**config.mk**
```make
export PLATFORM = sky130hd
export DESIGN_NAME = async_serial_comm_interface
export DESIGN_NICKNAME = d
export VERILOG_FILES = /design/src/core/sci_pkg.sv /design/src/core/pin_sync.sv /design/src/core/async_serial_comm_interface.sv
export SDC_FILE = /design/constraint.sdc
export NUM_CORES = 1
export LEC_CHECK = 0
export BUFFER_PORTS_ARGS = -buffer_cell sky130_fd_sc_hd__buf_2
export CORE_MARGIN = 3
export CORE_UTILIZATION = 40
export DETAILED_ROUTE_END_ITERATION = 7
export MAX_ROUTING_LAYER = met4
export PLACE_DENSITY = 0.59
export SYNTH_ARGS = -nofsm -noshare
export SYNTH_HDL_FRONTEND = slang
export SYNTH_HIERARCHICAL = 1
export SYNTH_SLANG_ARGS = --single-unit
```
**constraint.sdc**
```tcl
create_clock -name clock_in -period 2.7 [get_ports clock_in]
set_clock_uncertainty 0.15 [all_clocks]
set_input_delay 0.27 -clock clock_in [delete_from_list [all_inputs] [get_ports clock_in]]
set_output_delay 0.27 -clock clock_in [all_outputs]
set_load 0.02 [all_outputs]
```
**src/core/sci_pkg.sv**
```systemverilog
// constants and types shared by the serial interface files
package sci_pkg;

  // ==========================================================================
  // register map (index; byte address is four times the index)
  localparam int ADDR_W = 8;
  localparam logic [5:0] IDX_RATE = 6'h10;
  localparam logic [5:0] IDX_STATUS = 6'h11;
  localparam logic [5:0] IDX_RXDATA = 6'h12;
  localparam logic [5:0] IDX_TXDATA = 6'h13;

  // ==========================================================================
  // field positions
  localparam int ST_FULL = 7;
  localparam int ST_RX_OVERRUN_OR_FRAMING = 6;
  localparam int ST_TX_BUFFER_EMPTY = 5;
  localparam int ST_RIE = 4;
  localparam int ST_RE = 3;
  localparam int ST_TIE = 2;
  localparam int ST_TE = 1;
  localparam int RT_EBE = 7;
  localparam int RT_FMT_HI = 3;
  localparam int RT_FMT_LO = 2;
  localparam int RT_SPD_HI = 1;
  localparam int RT_SPD_LO = 0;
  localparam logic [7:0] STATUS_RESET = 8'h20;

  // ==========================================================================
  // format and clock select codes
  localparam logic [1:0] FMT_BIPHASE = 2'h0;
  localparam logic [1:0] FMT_NRZ_INT = 2'h1;
  localparam logic [1:0] FMT_NRZ_CLKOUT = 2'h2;
  localparam logic [1:0] FMT_NRZ_EXT = 2'h3;

  // ==========================================================================
  // bit timing
  localparam int OVERSAMPLE = 8;
  localparam int PRE_W = 10;
  localparam logic [2:0] PHASE_LAST = 3'h7;
  localparam logic [2:0] PHASE_HALF = 3'h4;
  localparam logic [2:0] PHASE_TX_MID = 3'h3;
  localparam logic [2:0] PHASE_START_CHK = 3'h3;
  localparam logic [2:0] PHASE_Q1 = 3'h2;
  localparam logic [2:0] PHASE_Q3 = 3'h6;
  localparam logic [3:0] PREAMBLE_BITS = 4'h9;
  localparam logic [3:0] FRAME_BITS = 4'hA;
  localparam logic [3:0] STOP_CELL = 4'h9;

  // E divisors per bit, standard and extra rate sets
  function automatic logic [12:0] bit_divisor(input logic ebe,
                                              input logic [1:0] spd);
    logic [12:0] d;
    d = 13'h0010;
    unique case ({ebe, spd})
      3'h0: d = 13'h0010;
      3'h1: d = 13'h0080;
      3'h2: d = 13'h0400;
      3'h3: d = 13'h1000;
      3'h4: d = 13'h0040;
      3'h5: d = 13'h0100;
      3'h6: d = 13'h0200;
      3'h7: d = 13'h0800;
    endcase
    return d;
  endfunction : bit_divisor

  typedef enum logic [1:0] {TX_OFF, TX_PREAMBLE, TX_IDLE, TX_FRAME} tx_state_e;
  typedef enum logic [1:0] {RX_IDLE, RX_CELL, RX_BREAK} rx_state_e;

endpackage : sci_pkg

```
**src/core/pin_sync.sv**
```systemverilog
// three-stage synchroniser for a pin level
`timescale 1ns/10ps
`default_nettype none
module pin_sync (
  // clock and reset
  input wire logic clock_in,
  input wire logic reset_in,
  input wire logic clk_en_in,
  // pin and result
  input wire logic pin_in,
  output logic level_out
);
  typedef struct packed {
    logic s1;
    logic s2;
    logic s3;
    logic level;
  } sync_s;

  sync_s st;
  sync_s next_st;

  always_comb begin
    next_st = st;
    next_st.s1 = pin_in;
    next_st.s2 = st.s1;
    next_st.s3 = st.s2;
    // a change counts only when the last two stages agree
    if (st.s2 == st.s3) begin
      next_st.level = st.s3;
    end
  end

  always_ff @(posedge clock_in or posedge reset_in) begin
    if (reset_in) begin
      st <= 4'hF;
    end else if (clk_en_in) begin
      st <= next_st;
    end
  end

  assign level_out = st.level;
endmodule : pin_sync
`default_nettype wire

```
**src/core/async_serial_comm_interface.sv**
```systemverilog
// full-duplex asynchronous serial interface with avalon register slave
//
// The implementer's own choices: the address map and register access over Avalon-MM.
`timescale 1ns/10ps
`default_nettype none
// Behaviour
// (RQ1) rising tx_on connects tx_pin and sends nine ones before data
// (RQ2) tx_irq_on routes transmit request to shared_irq_line; reset clears enables
// (RQ3) rx_on locks rx_pin as input for good; receiver runs only with rx_on
// (RQ4) rx_irq_on raises shared_irq_line on buffer full or error flag
// (RQ5) tx_buffer_empty set on shifter load and reset; cleared by read then write
// (RQ6) transmitter takes data only after tx_buffer_empty was cleared
// (RQ7) new byte with rx_buffer_full still set flags overrun
// (RQ8) missing stop bit flags framing error
// (RQ9) error flag with full set means overrun, with full clear framing
// (RQ10) overrun discards the new byte, receive register kept
// (RQ11) framing error stores byte, then blocks transfers until flag cleared
// (RQ12) error flag cleared by status read then data read, or reset
// (RQ13) rx_buffer_full set when shifter moves into receive register
// (RQ14) software writes rate register first, then control/status register
// (RQ15) after preamble idle ones, or load pending byte on bit clock
// (RQ16) frame is start 0, eight data bits lsb first, stop 1
// (RQ17) empty buffer at byte boundary sends continuous ones
// (RQ18) biphase toggles at each cell start and mid-cell for a one
// (RQ19) reset loads control/status with only tx_buffer_empty set
// (RQ20) format_clock_select picks biphase, nrz, clock out or external clock
// (RQ21) speed_divider_select and extra_rates_select pick the E divisor
// (RQ22) receiver finds start edge and samples cells at eight ticks per bit
// (RQ23) rx_buffer_full cleared by status read then data read, or reset
module async_serial_comm_interface
  import sci_pkg::*;
(
  // clock, reset, enable
  input wire logic clock_in,
  input wire logic reset_in,
  input wire logic clk_en_in,
  // avalon-mm slave
  input wire logic [ADDR_W-1:0] avs_address_in,
  input wire logic avs_read_in,
  input wire logic avs_write_in,
  input wire logic [31:0] avs_writedata_in,
  output logic [31:0] avs_readdata_out,
  output logic avs_waitrequest_out,
  // serial pins
  output logic tx_pin_out,
  output logic tx_pin_oe_n_out,
  input wire logic rx_pin_in,
  output logic rx_pin_input_lock_out,
  input wire logic serial_clock_pin_in,
  output logic serial_clock_pin_out,
  output logic serial_clock_pin_oe_n_out,
  // interrupt request level
  output logic shared_irq_line_out
);

  typedef struct packed {
    logic bus_wait;
    logic [7:0] rdata;
    logic ebe;
    logic [1:0] fmt;
    logic [1:0] speed;
    logic te;
    logic tx_irq_on;
    logic re;
    logic rx_irq_on;
    logic tx_buffer_empty;
    logic full;
    logic rx_overrun_or_framing;
    logic tx_buffer_empty_armed;
    logic full_armed;
    logic rx_overrun_or_framing_armed;
    logic [7:0] tdr;
    logic [7:0] rdr;
    logic [PRE_W-1:0] pre_cnt;
    logic tick8;
    logic ext_prev;
    tx_state_e tx_state;
    logic te_prev;
    logic [2:0] tx_phase;
    logic [3:0] tx_cnt;
    logic [8:0] tx_shift;
    logic tx_bit;
    logic tx_line;
    logic tx_oe_n;
    rx_state_e rx_state;
    logic [2:0] rx_phase;
    logic [3:0] rx_cnt;
    logic [7:0] rx_shift;
    logic q1;
    logic qmid;
    logic rx_lock;
    logic irq;
    logic sclk;
    logic sclk_oe_n;
  } state_s;

  state_s st;
  state_s next_st;
  logic rx_line;
  logic ext_clk;

  // ==========================================================================
  // pin synchronisers
  pin_sync rx_sync (
    .clock_in(clock_in),
    .reset_in(reset_in),
    .clk_en_in(clk_en_in),
    .pin_in(rx_pin_in),
    .level_out(rx_line)
  );

  pin_sync clk_sync (
    .clock_in(clock_in),
    .reset_in(reset_in),
    .clk_en_in(clk_en_in),
    .pin_in(serial_clock_pin_in),
    .level_out(ext_clk)
  );

  // ==========================================================================
  // register readback
  function automatic logic [7:0] read_value(input state_s s,
                                            input logic [5:0] idx);
    logic [7:0] v;
    v = 8'h00;
    if (idx == IDX_STATUS) begin
      v[ST_FULL] = s.full;
      v[ST_RX_OVERRUN_OR_FRAMING] = s.rx_overrun_or_framing;
      v[ST_TX_BUFFER_EMPTY] = s.tx_buffer_empty;
      v[ST_RIE] = s.rx_irq_on;
      v[ST_RE] = s.re;
      v[ST_TIE] = s.tx_irq_on;
      v[ST_TE] = s.te;
    end else if (idx == IDX_RXDATA) begin
      v = s.rdr;
    end
    return v;
  endfunction : read_value

  // ==========================================================================
  // next-state logic
  always_comb begin
    logic req;
    logic accept;
    logic aligned;
    logic [5:0] idx;
    logic [12:0] div;
    logic [PRE_W-1:0] div8;
    logic tick;
    logic bit_tick;
    logic mid_tick;
    logic load_next;
    logic cell_bit;
    req = 1'b0;
    accept = 1'b0;
    aligned = 1'b0;
    idx = 6'h00;
    div = 13'h0000;
    div8 = '0;
    tick = 1'b0;
    bit_tick = 1'b0;
    mid_tick = 1'b0;
    load_next = 1'b0;
    cell_bit = 1'b0;
    next_st = st;

    // bus slave: one wait cycle, then the access completes
    req = avs_read_in | avs_write_in;
    idx = avs_address_in[ADDR_W-1:2];
    aligned = (avs_address_in[1:0] == 2'h0);
    if (!aligned) begin
      idx = 6'h00;
    end
    accept = req & ~st.bus_wait;
    if (req && st.bus_wait) begin
      next_st.bus_wait = 1'b0;
      next_st.rdata = avs_read_in ? read_value(st, idx) : 8'h00;
    end else begin
      next_st.bus_wait = 1'b1;
    end

    // read and write side effects at the completing edge
    if (accept && avs_read_in && idx == IDX_STATUS) begin
      if (st.tx_buffer_empty) next_st.tx_buffer_empty_armed = 1'b1;
      if (st.full) next_st.full_armed = 1'b1;
      if (st.rx_overrun_or_framing) next_st.rx_overrun_or_framing_armed = 1'b1;
    end
    if (accept && avs_read_in && idx == IDX_RXDATA) begin
      if (st.full_armed) next_st.full = 1'b0; // RQ23
      if (st.rx_overrun_or_framing_armed) next_st.rx_overrun_or_framing = 1'b0; // RQ12
      next_st.full_armed = 1'b0;
      next_st.rx_overrun_or_framing_armed = 1'b0;
    end
    if (accept && avs_write_in) begin
      if (idx == IDX_RATE) begin
        next_st.ebe = avs_writedata_in[RT_EBE];
        next_st.fmt = avs_writedata_in[RT_FMT_HI:RT_FMT_LO];
        next_st.speed = avs_writedata_in[RT_SPD_HI:RT_SPD_LO];
      end else if (idx == IDX_STATUS) begin
        next_st.rx_irq_on = avs_writedata_in[ST_RIE];
        next_st.re = avs_writedata_in[ST_RE];
        next_st.tx_irq_on = avs_writedata_in[ST_TIE];
        next_st.te = avs_writedata_in[ST_TE];
      end else if (idx == IDX_TXDATA) begin
        next_st.tdr = avs_writedata_in[7:0];
        if (st.tx_buffer_empty_armed) next_st.tx_buffer_empty = 1'b0; // RQ5
        next_st.tx_buffer_empty_armed = 1'b0;
      end
    end
    if (next_st.re) next_st.rx_lock = 1'b1; // RQ3

    // 8x bit-rate tick from prescaler or external clock
    div = bit_divisor(st.ebe, st.speed); // RQ21
    div8 = div[PRE_W+2:3];
    next_st.ext_prev = ext_clk;
    next_st.tick8 = 1'b0;
    if (st.fmt == FMT_NRZ_EXT) begin // RQ20
      next_st.pre_cnt = '0;
      next_st.tick8 = ext_clk & ~st.ext_prev;
    end else if (st.pre_cnt >= div8 - 1'b1) begin
      next_st.pre_cnt = '0;
      next_st.tick8 = 1'b1;
    end else begin
      next_st.pre_cnt = st.pre_cnt + 1'b1;
    end
    tick = st.tick8;

    // transmitter
    next_st.te_prev = st.te;
    if (tick) next_st.tx_phase = st.tx_phase + 1'b1;
    bit_tick = tick && st.tx_phase == PHASE_LAST;
    mid_tick = tick && st.tx_phase == PHASE_TX_MID;
    next_st.sclk = st.tx_phase[2];
    next_st.sclk_oe_n = (st.fmt != FMT_NRZ_CLKOUT); // RQ20
    if (!st.te) begin
      next_st.tx_state = TX_OFF;
      next_st.tx_bit = 1'b1;
      next_st.tx_line = 1'b1;
    end else if (!st.te_prev) begin
      next_st.tx_state = TX_PREAMBLE; // RQ1
      next_st.tx_oe_n = 1'b0; // RQ1
      next_st.tx_cnt = 4'h1;
      next_st.tx_phase = 3'h0;
      next_st.tx_bit = 1'b1;
    end else if (bit_tick) begin
      unique case (st.tx_state)
        TX_PREAMBLE: begin
          if (st.tx_cnt == PREAMBLE_BITS) begin
            load_next = 1'b1;
          end else begin
            next_st.tx_cnt = st.tx_cnt + 1'b1;
          end
        end
        TX_FRAME: begin
          if (st.tx_cnt == FRAME_BITS) begin
            load_next = 1'b1;
          end else begin
            next_st.tx_bit = st.tx_shift[0]; // RQ16
            next_st.tx_shift = {1'b1, st.tx_shift[8:1]};
            next_st.tx_cnt = st.tx_cnt + 1'b1;
          end
        end
        TX_IDLE: load_next = 1'b1;
        TX_OFF: load_next = 1'b0;
      endcase
      if (load_next && !next_st.tx_buffer_empty) begin
        next_st.tx_state = TX_FRAME; // RQ6
        next_st.tx_shift = {1'b1, next_st.tdr}; // RQ16
        next_st.tx_bit = 1'b0;
        next_st.tx_cnt = 4'h1;
        next_st.tx_buffer_empty = 1'b1; // RQ15
        next_st.tx_buffer_empty_armed = 1'b0;
      end else if (load_next) begin
        next_st.tx_state = TX_IDLE; // RQ17
        next_st.tx_bit = 1'b1;
      end
    end
    if (st.fmt == FMT_BIPHASE && st.te) begin
      if (bit_tick) next_st.tx_line = ~st.tx_line; // RQ18
      if (mid_tick && st.tx_bit) next_st.tx_line = ~st.tx_line; // RQ18
    end else begin
      next_st.tx_line = next_st.tx_bit;
    end

    // receiver, eight ticks per cell counted from the start edge
    if (!st.re) begin
      next_st.rx_state = RX_IDLE; // RQ3
    end else if (tick) begin
      unique case (st.rx_state)
        RX_IDLE: begin
          if (!rx_line) begin
            next_st.rx_state = RX_CELL; // RQ22
            next_st.rx_phase = 3'h1;
            next_st.rx_cnt = 4'h0;
          end
        end
        RX_CELL: begin
          next_st.rx_phase = st.rx_phase + 1'b1;
          if (st.rx_phase == PHASE_Q1) next_st.q1 = rx_line;
          if (st.rx_phase == PHASE_HALF) next_st.qmid = rx_line; // RQ22
          if (st.rx_phase == PHASE_START_CHK && st.rx_cnt == 4'h0 &&
              st.fmt != FMT_BIPHASE && rx_line) begin
            next_st.rx_state = RX_IDLE;
          end
          if (st.fmt == FMT_BIPHASE) begin
            cell_bit = st.q1 ^ rx_line;
          end else begin
            cell_bit = st.qmid;
          end
          if (st.rx_phase == PHASE_LAST) begin
            next_st.rx_cnt = st.rx_cnt + 1'b1;
            if (st.rx_cnt == 4'h0) begin
              if (cell_bit) next_st.rx_state = RX_IDLE;
            end else if (st.rx_cnt != STOP_CELL) begin
              next_st.rx_shift = {cell_bit, st.rx_shift[7:1]};
            end else if (st.rx_overrun_or_framing && !st.full) begin
              next_st.rx_state = RX_IDLE; // RQ11
            end else if (st.full) begin
              next_st.rx_overrun_or_framing = 1'b1; // RQ7 RQ9
              next_st.rx_state = RX_IDLE; // RQ10
            end else if (cell_bit) begin
              next_st.rdr = st.rx_shift;
              next_st.full = 1'b1; // RQ13
              next_st.rx_state = RX_IDLE;
            end else begin
              next_st.rdr = st.rx_shift; // RQ11
              next_st.rx_overrun_or_framing = 1'b1; // RQ8 RQ9
              next_st.rx_state = RX_BREAK;
            end
          end
        end
        RX_BREAK: begin
          if (rx_line) next_st.rx_state = RX_IDLE;
        end
        default: next_st.rx_state = RX_IDLE;
      endcase
    end

    // shared interrupt request
    next_st.irq = (st.tx_irq_on & st.tx_buffer_empty) | // RQ2
                  (st.rx_irq_on & (st.full | st.rx_overrun_or_framing)); // RQ4
  end

  // ==========================================================================
  // state register
  always_ff @(posedge clock_in or posedge reset_in) begin
    if (reset_in) begin
      st <= '0;
      st.bus_wait <= 1'b1;
      st.tx_buffer_empty <= STATUS_RESET[ST_TX_BUFFER_EMPTY]; // RQ19
      st.tx_oe_n <= 1'b1;
      st.sclk_oe_n <= 1'b1;
      st.tx_bit <= 1'b1;
      st.tx_line <= 1'b1;
    end else if (clk_en_in) begin
      st <= next_st;
    end
  end

  // ==========================================================================
  // outputs
  assign avs_readdata_out = {24'h000000, st.rdata};
  assign avs_waitrequest_out = st.bus_wait;
  assign tx_pin_out = st.tx_line;
  assign tx_pin_oe_n_out = st.tx_oe_n; // RQ1
  assign rx_pin_input_lock_out = st.rx_lock;
  assign serial_clock_pin_out = st.sclk;
  assign serial_clock_pin_oe_n_out = st.sclk_oe_n; // RQ20
  assign shared_irq_line_out = st.irq;

endmodule : async_serial_comm_interface
`default_nettype wire

```
==> impl_results.md, run 1 <==
* Final Hold Vio Count at 0
* Largest net degree at the start of global routing at 46
* HPWL after detailed placement at 8560 um
* Worst-path fanout max at 5
* Port bufs at 37
* Commonest non-fill, non-tap cell in the layout: dfrtp_1
* Min setup slack post-route at 0.0962 ns
* Crit share post-route at 0.964
* GRT Residual Overflow at 0
* Worst setup SP type: flip-flop
* Vias in the first global route at 3994
* Post-synthesis register bit count at 105
* 1st-iter DRT viols at 277
* Final setup violation count at 0
* Width of the die at 125 um
* Slew Limit Fails at 0
* Slew of the pin with the lowest slew margin at 0.743 ns
* Vias per cell at 5.29
* First-pass GRT wire length at between 15000 and 20000 um
* Vias at 4139
* Number of routed nets with antenna violations at 0
* Syn Std Cell Area at 0.00566 mm^2
* LEAKAGE at 0.00298 uW
* Die footprint at around 0.016 mm^2
* Critical Path Start: st[83]
* Sequential area share after synthesis at 0.467
* Register area at 0.00265 mm^2
* Cells on worst reg2reg path at 13
* CTS root buffer: clkbuf_16
* Synthesized instance count at 554
* FFs w/ async S/R, synth at 1.00
* NumNets Final at 673
* Endpoint class of the critical path: flip-flop
* Starting Density at 0.417
* Drt pass-1 iters at 4
* Syn Area/Cell at 10.2 um^2
* Synthesis Warnings at 6
* Finished Core Util at 0.478
* Worst skew pair latency at 0.35 ns
* Core ar. at 0.0136 mm^2
* Reg-to-reg startpoint: st[83]
* Total Routing Usage GR at 0.158
* Crit path DAT at 2.73 ns
* Area Growth Syn to Fin at 14.4%
* WS Path Type: flip-flop to flip-flop
* CTS H-tree lvls at 3
* Initial antenna violation count at 0
* Tmin final at approximately 2.6 ns
* Multi-input logic area at 0.00280 mm^2
* Worst Setup EP: st[49]
* Worst-path clk slew at 0.07 ns
* PD cells at a little under 600 mW/mm^2
* CTS tree: built
* Clock Path Buffers at 2
* Slew HR at 0.503
* CTS Buf Count at 9
* Share of post-route cells with drive strength above 1 at 0.259
* Drt total wl at 11900 um
* Dpl ws at -0.0843 ns
* Cell Rows at 42
* RSZ-0062 raised after global routing: yes
* Outcome: finished clean
* Yosys cell types at between 60 and 70
* Max Fclk at slightly below 0.4 GHz
* Main synth FF type: dfrtp_1
* Final hold slack at 0.0128 ns
* Fillers at about 1300
* # DRC at 0
* Gpl congestion at 0.851
* R2r setup slk at 0.1 ns
* Die height at 125 um
* I/O Pins at 86
* RR Endpoint: st[49]
* Setup_tns at 0 ns
* Post-synth EDFFs at 0
* Max cap viols at 0
* CTS Sinks at between 100 and 150
* Min-delay worst type: input pin to flip-flop
* Post-DR wirelength/cell at ~15 um
* Peak VDD IR at ~0.58 mV
* Most frequent cells in the layout: dfrtp_1 (91), nand2_1 (63), mux2_2 (45)
* Diodes inserted at 0
* Critical Path RT at 2.83 ns
## final cells by class
type	instances	share of cell area
clock buffers	9	0.0348
clock inverters	7	0.0126
inverters	25	0.0151
multi-input cells	397	0.433
flip-flops and latches	105	0.409
well taps	176	0.0340
repair buffers	63	0.0624
## Yosys cell counts, types with 4 or more instances
| library cell | number | area share |
|---|---|---|
| dfrtp_1 | 91 | 0.40 |
| nand2_1 | 66 | 0.044 |
| mux2_2 | 45 | 0.090 |
| o21ai_0 | 39 | 0.034 |
| buf_4 | 32 | 0.042 |
| nor2_1 | 29 | 0.019 |
| ha_1 | 25 | 0.055 |
| inv_1 | 25 | 0.017 |
| a21oi_1 | 22 | 0.019 |
| nand3_1 | 18 | 0.016 |
| clkbuf_1 | 14 | 0.0093 |
| dfstp_2 | 14 | 0.065 |
| mux2i_1 | 11 | 0.019 |
| a22oi_1 | 8 | 0.011 |
| o2bb2ai_1 | 8 | 0.012 |
| and3_1 | 7 | 0.0077 |
| a22o_1 | 6 | 0.0093 |
| nand2b_1 | 6 | 0.0066 |
| a211oi_1 | 5 | 0.0066 |
| a31oi_1 | 5 | 0.0055 |
| and2_1 | 4 | 0.0044 |
| nand4_1 | 4 | 0.0044 |
| nor2b_1 | 4 | 0.0044 |
| nor4b_1 | 4 | 0.0062 |
| xor2_1 | 4 | 0.0062 |
## worst min path at each step
stage	slack, ns	end	startpoint	depth (start not counted)
5_1_grt	0.002	st[70]	avs_writedata_in[5]	2
3_5_place_dp	0.14	st[45]	reset_in	2
2_1_floorplan	0.08	clk_sync/level_out	reset_in	1
4_1_cts	0.004	st[70]	avs_writedata_in[5]	2
6_report	0.01	st[70]	avs_writedata_in[5]	2
3_3_place_gp	0.14	st[45]	reset_in	2
## routing by layer
metal  track usage  part of all wire
met5             -                 0
met4        0.0300            0.0085
met3        0.0414             0.049
met2         0.248              0.48
met1         0.210              0.46
## state kept, by name (all words and copies together) (netlist names), 2 cells and up
signal,flops
clk_sync/next_st,2
avs_readdata_out,8
st,80
next_st,2
rx_sync/next_st,2
## through the flow
| stage | area [um^2] | std cells | power [uW] |
|---|---|---|---|
| finish | 6470 | 782 | 3790 |
| global route | 6470 | 782 | 4010 |
| CTS | 6360 | 778 | 3820 |
| detailed placement | 6010 | 759 | 2490 |
| global placement | 6010 | 759 | 2460 |
| floorplan | 5760 | 577 | 2300 |
## power by group
group	total [uW]	internal, uW	switching, uW	leakage [uW]
clock	1310	663	643	0.000150
sequential	1830	1710	124	0.00138
combinational	659	288	371	0.00146
total	3790	2660	1140	0.00298
## worst max-delay path, stage by stage, from the launching register on
cell	delay, ns
dfrtp_1	0.41
nor2_4	0.16
nand2_2	0.10
ha_4	0.19
xnor2_2	0.17
nor2_1	0.06
a21oi_1	0.13
ha_2	0.29
o21a_1	0.18
nor2_2	0.12
a22o_1	0.20
nand2_2	0.12
buf_6	0.15
o2bb2ai_1	0.12
## what timing repair did
item,in CTS,in global routing
setup buffers,0,4
pin swaps,0,7
hold buffers,3,0
setup endpoints to repair,6,12
hold endpoints to repair,21,0
resized for setup,7,17
## cell families (layout without fill, tap and decap cells)
| kind of cell | count (synthesis) | count (layout) | share of synthesized area |
|---|---|---|---|
| DFF | 105 | 105 | 0.467 |
| adders and majority gates | 25 | 25 | 0.0553 |
| buffers and inverters | 75 | 104 | 0.0714 |
| xor gates and xnor gates | 5 | 5 | 0.00774 |
| and+or+nand+nor | 162 | 162 | 0.144 |
| other | 2 | 25 | 0.00133 |
| AOI/OAI and AO/OA | 123 | 123 | 0.142 |
| muxes | 57 | 57 | 0.111 |
No activity file was read; power rests on OpenSTA's default activity.
==> run 2: changes to the inputs <==
Settings changed: CAP_MARGIN set to 20, SYNTH_HIERARCHICAL 1 to unset.
Clock period 2.7 ns to 2.3 ns, I/O delays scaled along.
==> impl_results.md, run 2 <==
* # DRC at 0
* Width of the die at 126 um
* Slew of the pin with the lowest slew margin at around 0.8 ns
* Max FFs per register at 80
* Crit share post-route at 1.18
* Number of routed nets with antenna violations at 0
* Post-synth top area cell: dfrtp_1
* Sequential area share after synthesis at 0.461
* Critical Path RT at 2.40 ns
* CTS Buf Count at 9
* I/O Pins at 86
* Drt total wl at 13700 um
* LEAKAGE at 0.00325 uW
* Vias per cell at 5.39
* Cell with the most instances after synthesis: dfrtp_1
* Port bufs at 37
* NumNets Final at about 720
* Final Cell Area at 0.00697 mm^2
* Share of post-route cells with drive strength above 1 at 0.296
* Gpl congestion at 0.847
* Worst-path clk slew at around 0.08 ns
* Starting Density at 0.412
* Clock Path Buffers at 2
* Die height at roughly 130 um
* Yosys cell types at 63
* Peak VDD IR at ~0.39 mV
* Vias at 4477
* Synthesis Warnings at 0
* RSZ-0062 raised after global routing: yes
* Post-synth EDFFs at 0
* Commonest non-fill, non-tap cell in the layout: dfrtp_1
* Most frequent cells in the layout: dfrtp_1 (91), nand2_1 (58), buf_4 (45)
* Worst skew pair latency at about 0.36 ns
* Crit path DAT at 2.82 ns
* CTS root buffer: clkbuf_16
* CTS Sinks at 105
* Min setup slack post-route at -0.422 ns
* Synth area leaders: dfrtp_1 (40%), dfstp_2 (6.4%), mux2_2 (5.5%)
* Largest net degree at the start of global routing at 30
* Diodes inserted at 0
* R2r setup slk at -0.42 ns
* Tmin final at 2.72 ns
* FFs w/ async S/R, synth at 1.00
* Outcome: complete, but fails checks
* Core ar. at 0.0139 mm^2
* Final setup violation count at 19
* Area Growth Syn to Fin at 21.3%
* PD cells at ~670 mW/mm^2
* WS Path Type: flip-flop to flip-flop
* Max cap viols at 0
* Synth top area share at 0.397
* Vias in the first global route at 4490
* CTS tree: built
* Slew Limit Fails at 0
* Worst setup SP type: flip-flop
* GRT Residual Overflow at 0
* Post-synthesis register bit count at 105
* Synthesized instance count at between 500 and 600
* Syn Area/Cell at around 10 um^2
* Main synth FF type: dfrtp_1
* Worst-path fanout max at 7
* First-pass GRT wire length at between 20000 and 25000 um
* Syn Std Cell Area at 0.00574 mm^2
* Top reg by flops: st
* HPWL after detailed placement at about 9700 um
* Drt pass-1 iters at 5
* Endpoint class of the critical path: flip-flop
* Total Routing Usage GR at 0.182
* Max Fclk at roughly 0.37 GHz
* Commonest cells post-synth: dfrtp_1 (91), nand2_1 (61), o21ai_0 (38)
* Cell Rows at 43
* Final Hold Vio Count at 0
* Cell Area, Placed at ~0.0063 mm^2
* Die footprint at 0.0158 mm^2
* Slew HR at 0.464
* Initial antenna violation count at 0
* Min-delay worst type: input pin to flip-flop
* Post-DR wirelength/cell at about 17 um
* Violated checks: setup timing
* CTS H-tree lvls at 3
* Total power at 4660 uW
* 1st-iter DRT viols at roughly 240
run 2: power breakdown:
| part | switching, uW | internal [uW] | leakage [uW] |
|---|---|---|---|
| Combinational | 541 | 425 | 0.00174 |
| Sequential | 162 | 2010 | 0.00137 |
| Clock | 770 | 759 | 0.000143 |
| Total | 1470 | 3190 | 0.00325 |
run 2: critical path: stages, from the launching register on:
cell	delay, ns
dfrtp_1	0.43
inv_1	0.14
nand2_2	0.09
ha_4	0.18
xnor2_2	0.13
nor2_1	0.12
a21oi_1	0.06
ha_2	0.34
o21ai_4	0.07
a221oi_4	0.26
a211oi_4	0.12
buf_6	0.16
buf_6	0.12
mux2_4	0.26
run 2: path summary, 6_finish.rpt:
check | to | cells after the start | startpoint
worst max-delay path | st[47] | 13 | st[87]
worst min-delay path | st[86] | 2 | avs_writedata_in[3]
worst max register to register | st[47] | 13 | st[87]
worst min register to register | rx_pin_input_lock_out | 1 | rx_pin_input_lock_out
max in group asynchronous | st[78] | 4 | reset_in
min in group asynchronous | st[59] | 3 | reset_in
run 2: timing repair:
item	4_1_cts	5_1_grt
gates resized for setup	16	25
pin swaps	12	5
hold buffers	10	0
gates cloned	1	1
hold endpoints to repair	33	0
setup buffers	5	6
setup endpoints to repair	21	24
run 2: area by class of cell:
cell class	count	area, um^2
fill	1268	6970
multi-input combinational	401	2950
sequential	105	2650
timing repair buffer	100	748
clock buffer	9	225
tap	180	225
inverter	29	113
clock inverter	7	60.1
run 2: cells by family (layout without fill, tap and decap cells):
group | Yosys count | after routing | synth area share
other | 2 | 25 | 0.00131
adder cells (fa/ha/maj) | 25 | 25 | 0.0545
AND/OR/NAND/NOR | 145 | 145 | 0.128
buffers and inverters | 78 | 145 | 0.0750
flip-flops | 105 | 105 | 0.461
XOR/XNOR | 3 | 3 | 0.00458
multiplexers | 57 | 57 | 0.114
AO/OA/AOI/OAI | 146 | 146 | 0.162
run 2: stage by stage:
stage                     setup WS, ns  cells  hold WS, ns   util  TNS [ns]
after floorplan                 -0.375    584        0.212      -     -2.99
after global placement          -0.294    796        0.219  0.455     -3.63
after detailed placement        -0.464    796        0.239  0.455     -5.55
after CTS                       -0.396    826       0.0135  0.492     -3.52
after global routing            -0.578    831       0.0334  0.500     -5.92
final                           -0.422    831       0.0303  0.500     -3.66
run 2: metal layers:
layer | vias up | global-route usage | part of all wire
li1 | 2128 | - | -
met1 | 2243 | 0.226 | 0.45
met2 | 89 | 0.300 | 0.50
met3 | 17 | 0.0433 | 0.037
met4 | 0 | 0.0498 | 0.014
met5 | - | - | 0
==> run 3: changes to the inputs <==
Settings changed: CORE_UTILIZATION 40 to 45, PLACE_DENSITY 0.59 to 0.65.
==> impl_results.md, run 3 (synthesis gave the netlist of run 2 again) <==
* Buf+Inv Stages, Crit Path at 2
* Most frequent cells in the layout: dfrtp_1 (91), nand2_1 (59), buf_4 (50)
* Clk network pwr share at 0.320
* Port bufs at 37
* Critical-path top delay cell: dfrtp_1
* CTS H-tree lvls at 3
* Pint at 3190 uW
* Final setup violation count at 11
* Max FFs per register at 80
* Vias at 4477
* Min setup slack post-route at -0.427 ns
* GRT Residual Overflow at 0
* Crit-path cells: nor2_4 > nand2_2 > ha_4 > xnor2_2 > nor2_1 > a21oi_1 > ha_1 > o21ai_4 > a221oi_2 > a211oi_2 > buf_4 > buf_6 > mux2_2
* CTS tree: built
* HPWL after detailed placement at 9130 um
* Max cap viols at 0
* Worst path max stage delay at 0.41 ns
* # DRC at 0
* Dpl ws at -0.392 ns
* Slew HR at 0.487
* Outcome: complete, but fails checks
* Post-DR wirelength/cell at 15.7 um
* Final Hold Vio Count at 0
* Vias per cell at 5.47
* Gpl congestion at about 0.85
* Number of routed nets with antenna violations at 0
* RSZ-0062 raised after global routing: yes
* Slew of the pin with the lowest slew margin at 0.765 ns
* Drt pass-1 iters at 4
* Max Fclk at between 0.3 and 0.4 GHz
* WS Path Type: flip-flop to flip-flop
* NumNets Final at 717
* CTS Buf Count at 9
* First-pass GRT wire length at 21400 um
* Area Growth Syn to Fin at 19.4%
* I/O Pins at 86
* PD cells at 669 mW/mm^2
* Total power at about 4600 uW
* Top reg by flops: st
* Crit path DAT at between 2 and 3 ns
* Endpoint class of the critical path: flip-flop
* Psw at 1400 uW
* Largest net degree at the start of global routing at 106
* Violated checks: setup timing
* Worst-path fanout max at 8
* Cell Rows at 40
* Initial antenna violation count at 1
* 1st-iter DRT viols at 269
* Tmin final at 2.73 ns
* Core ar. at around 0.012 mm^2
* Share of post-route cells with drive strength above 1 at 0.288
* Peak VDD IR at 0.492 mV
* Final hold slack at 0.0104 ns
* Worst skew pair latency at between 0.3 and 0.4 ns
* Commonest non-fill, non-tap cell in the layout: dfrtp_1
* Drt total wl at between 10000 and 15000 um
* CP top delay family: compound AO/OA/AOI/OAI gates
* Cell Area, Placed at 0.00629 mm^2
* Vias in the first global route at 4438
* Clock Path Buffers at 2
* Die height at 119 um
* LEAKAGE at 0.00321 uW
* Die footprint at 0.0142 mm^2
* Critical Path RT at approximately 2.4 ns
* Worst setup SP type: flip-flop
* Seq pwr share at 0.475
* Slew Limit Fails at 0
* Final Cell Area at 0.00686 mm^2
* Worst-path clk slew at 0.07 ns
* Width of the die at 119 um
* Finished Core Util at 0.559
* CTS root buffer: clkbuf_16
* Gate power share at 0.205
* Starting Density at 0.468
* Sw Share at 0.304
* Min-delay worst type: input pin to flip-flop
* Crit share post-route at 1.19
* Total Routing Usage GR at 0.191
* CTS Sinks at 105
* R2r setup slk at -0.43 ns
## run 3: worst paths after layout
path | endpoint | depth (start not counted) | start
setup / recovery | st[47] | 13 | st[83]
hold / removal | st[84] | 2 | avs_writedata_in[1]
setup reg to reg | st[47] | 13 | st[83]
hold reg to reg | rx_pin_input_lock_out | 1 | rx_pin_input_lock_out
max in group asynchronous | st[37] | 4 | reset_in
min in group asynchronous | st[57] | 4 | reset_in
## run 3: final cells by class
type	count	area [um^2]
antenna	1	2.50
clock buffer	9	225
clock inverter	7	50.0
fill	1078	5400
inverter	29	113
multi-input combinational	401	2900
sequential	105	2650
tap	168	210
timing repair buffer	99	708
## run 3: worst register-to-register path: stages (launching register included)
cell and delay, ns:
dfrtp_1 0.41, nor2_4 0.16, nand2_2 0.10, ha_4 0.19, xnor2_2 0.11, nor2_1 0.06
a21oi_1 0.14, ha_1 0.30, o21ai_4 0.11, a221oi_2 0.24, a211oi_2 0.13, buf_4 0.15
buf_6 0.13, mux2_2 0.25
## run 3: power groups by stage
stage	Combinational, uW	Sequential [uW]	Clock, uW
after floorplan	604	2160	0
after detailed placement	844	2210	0
after CTS	913	2170	1510
after global placement	811	2190	0
final	941	2180	1470
after global routing	1050	2200	1570
## run 3: what timing repair did
item                       4_1_cts  5_1_grt
hold endpoints to repair        98        0
gates resized for setup         10       13
gates cloned                     0        1
hold buffers                     8        0
setup buffers                    5        4
setup endpoints to repair       21       23
pin swaps                        8        2
## run 3: layer usage
metal  share of wire  GRT usage  routed length [um]
met5               0          -                   0
met4           0.021     0.0644                 264
met3           0.046     0.0442                 593
met2            0.49      0.304                6270
met1            0.45      0.243                5740
## run 3: per-stage QoR
stage | cells | setup TNS [ns]
after global routing | 819 | -5.53
after detailed placement | 784 | -4.82
after global placement | 784 | -3.12
final | 819 | -3.95
after floorplan | 584 | -2.99
after CTS | 813 | -3.11
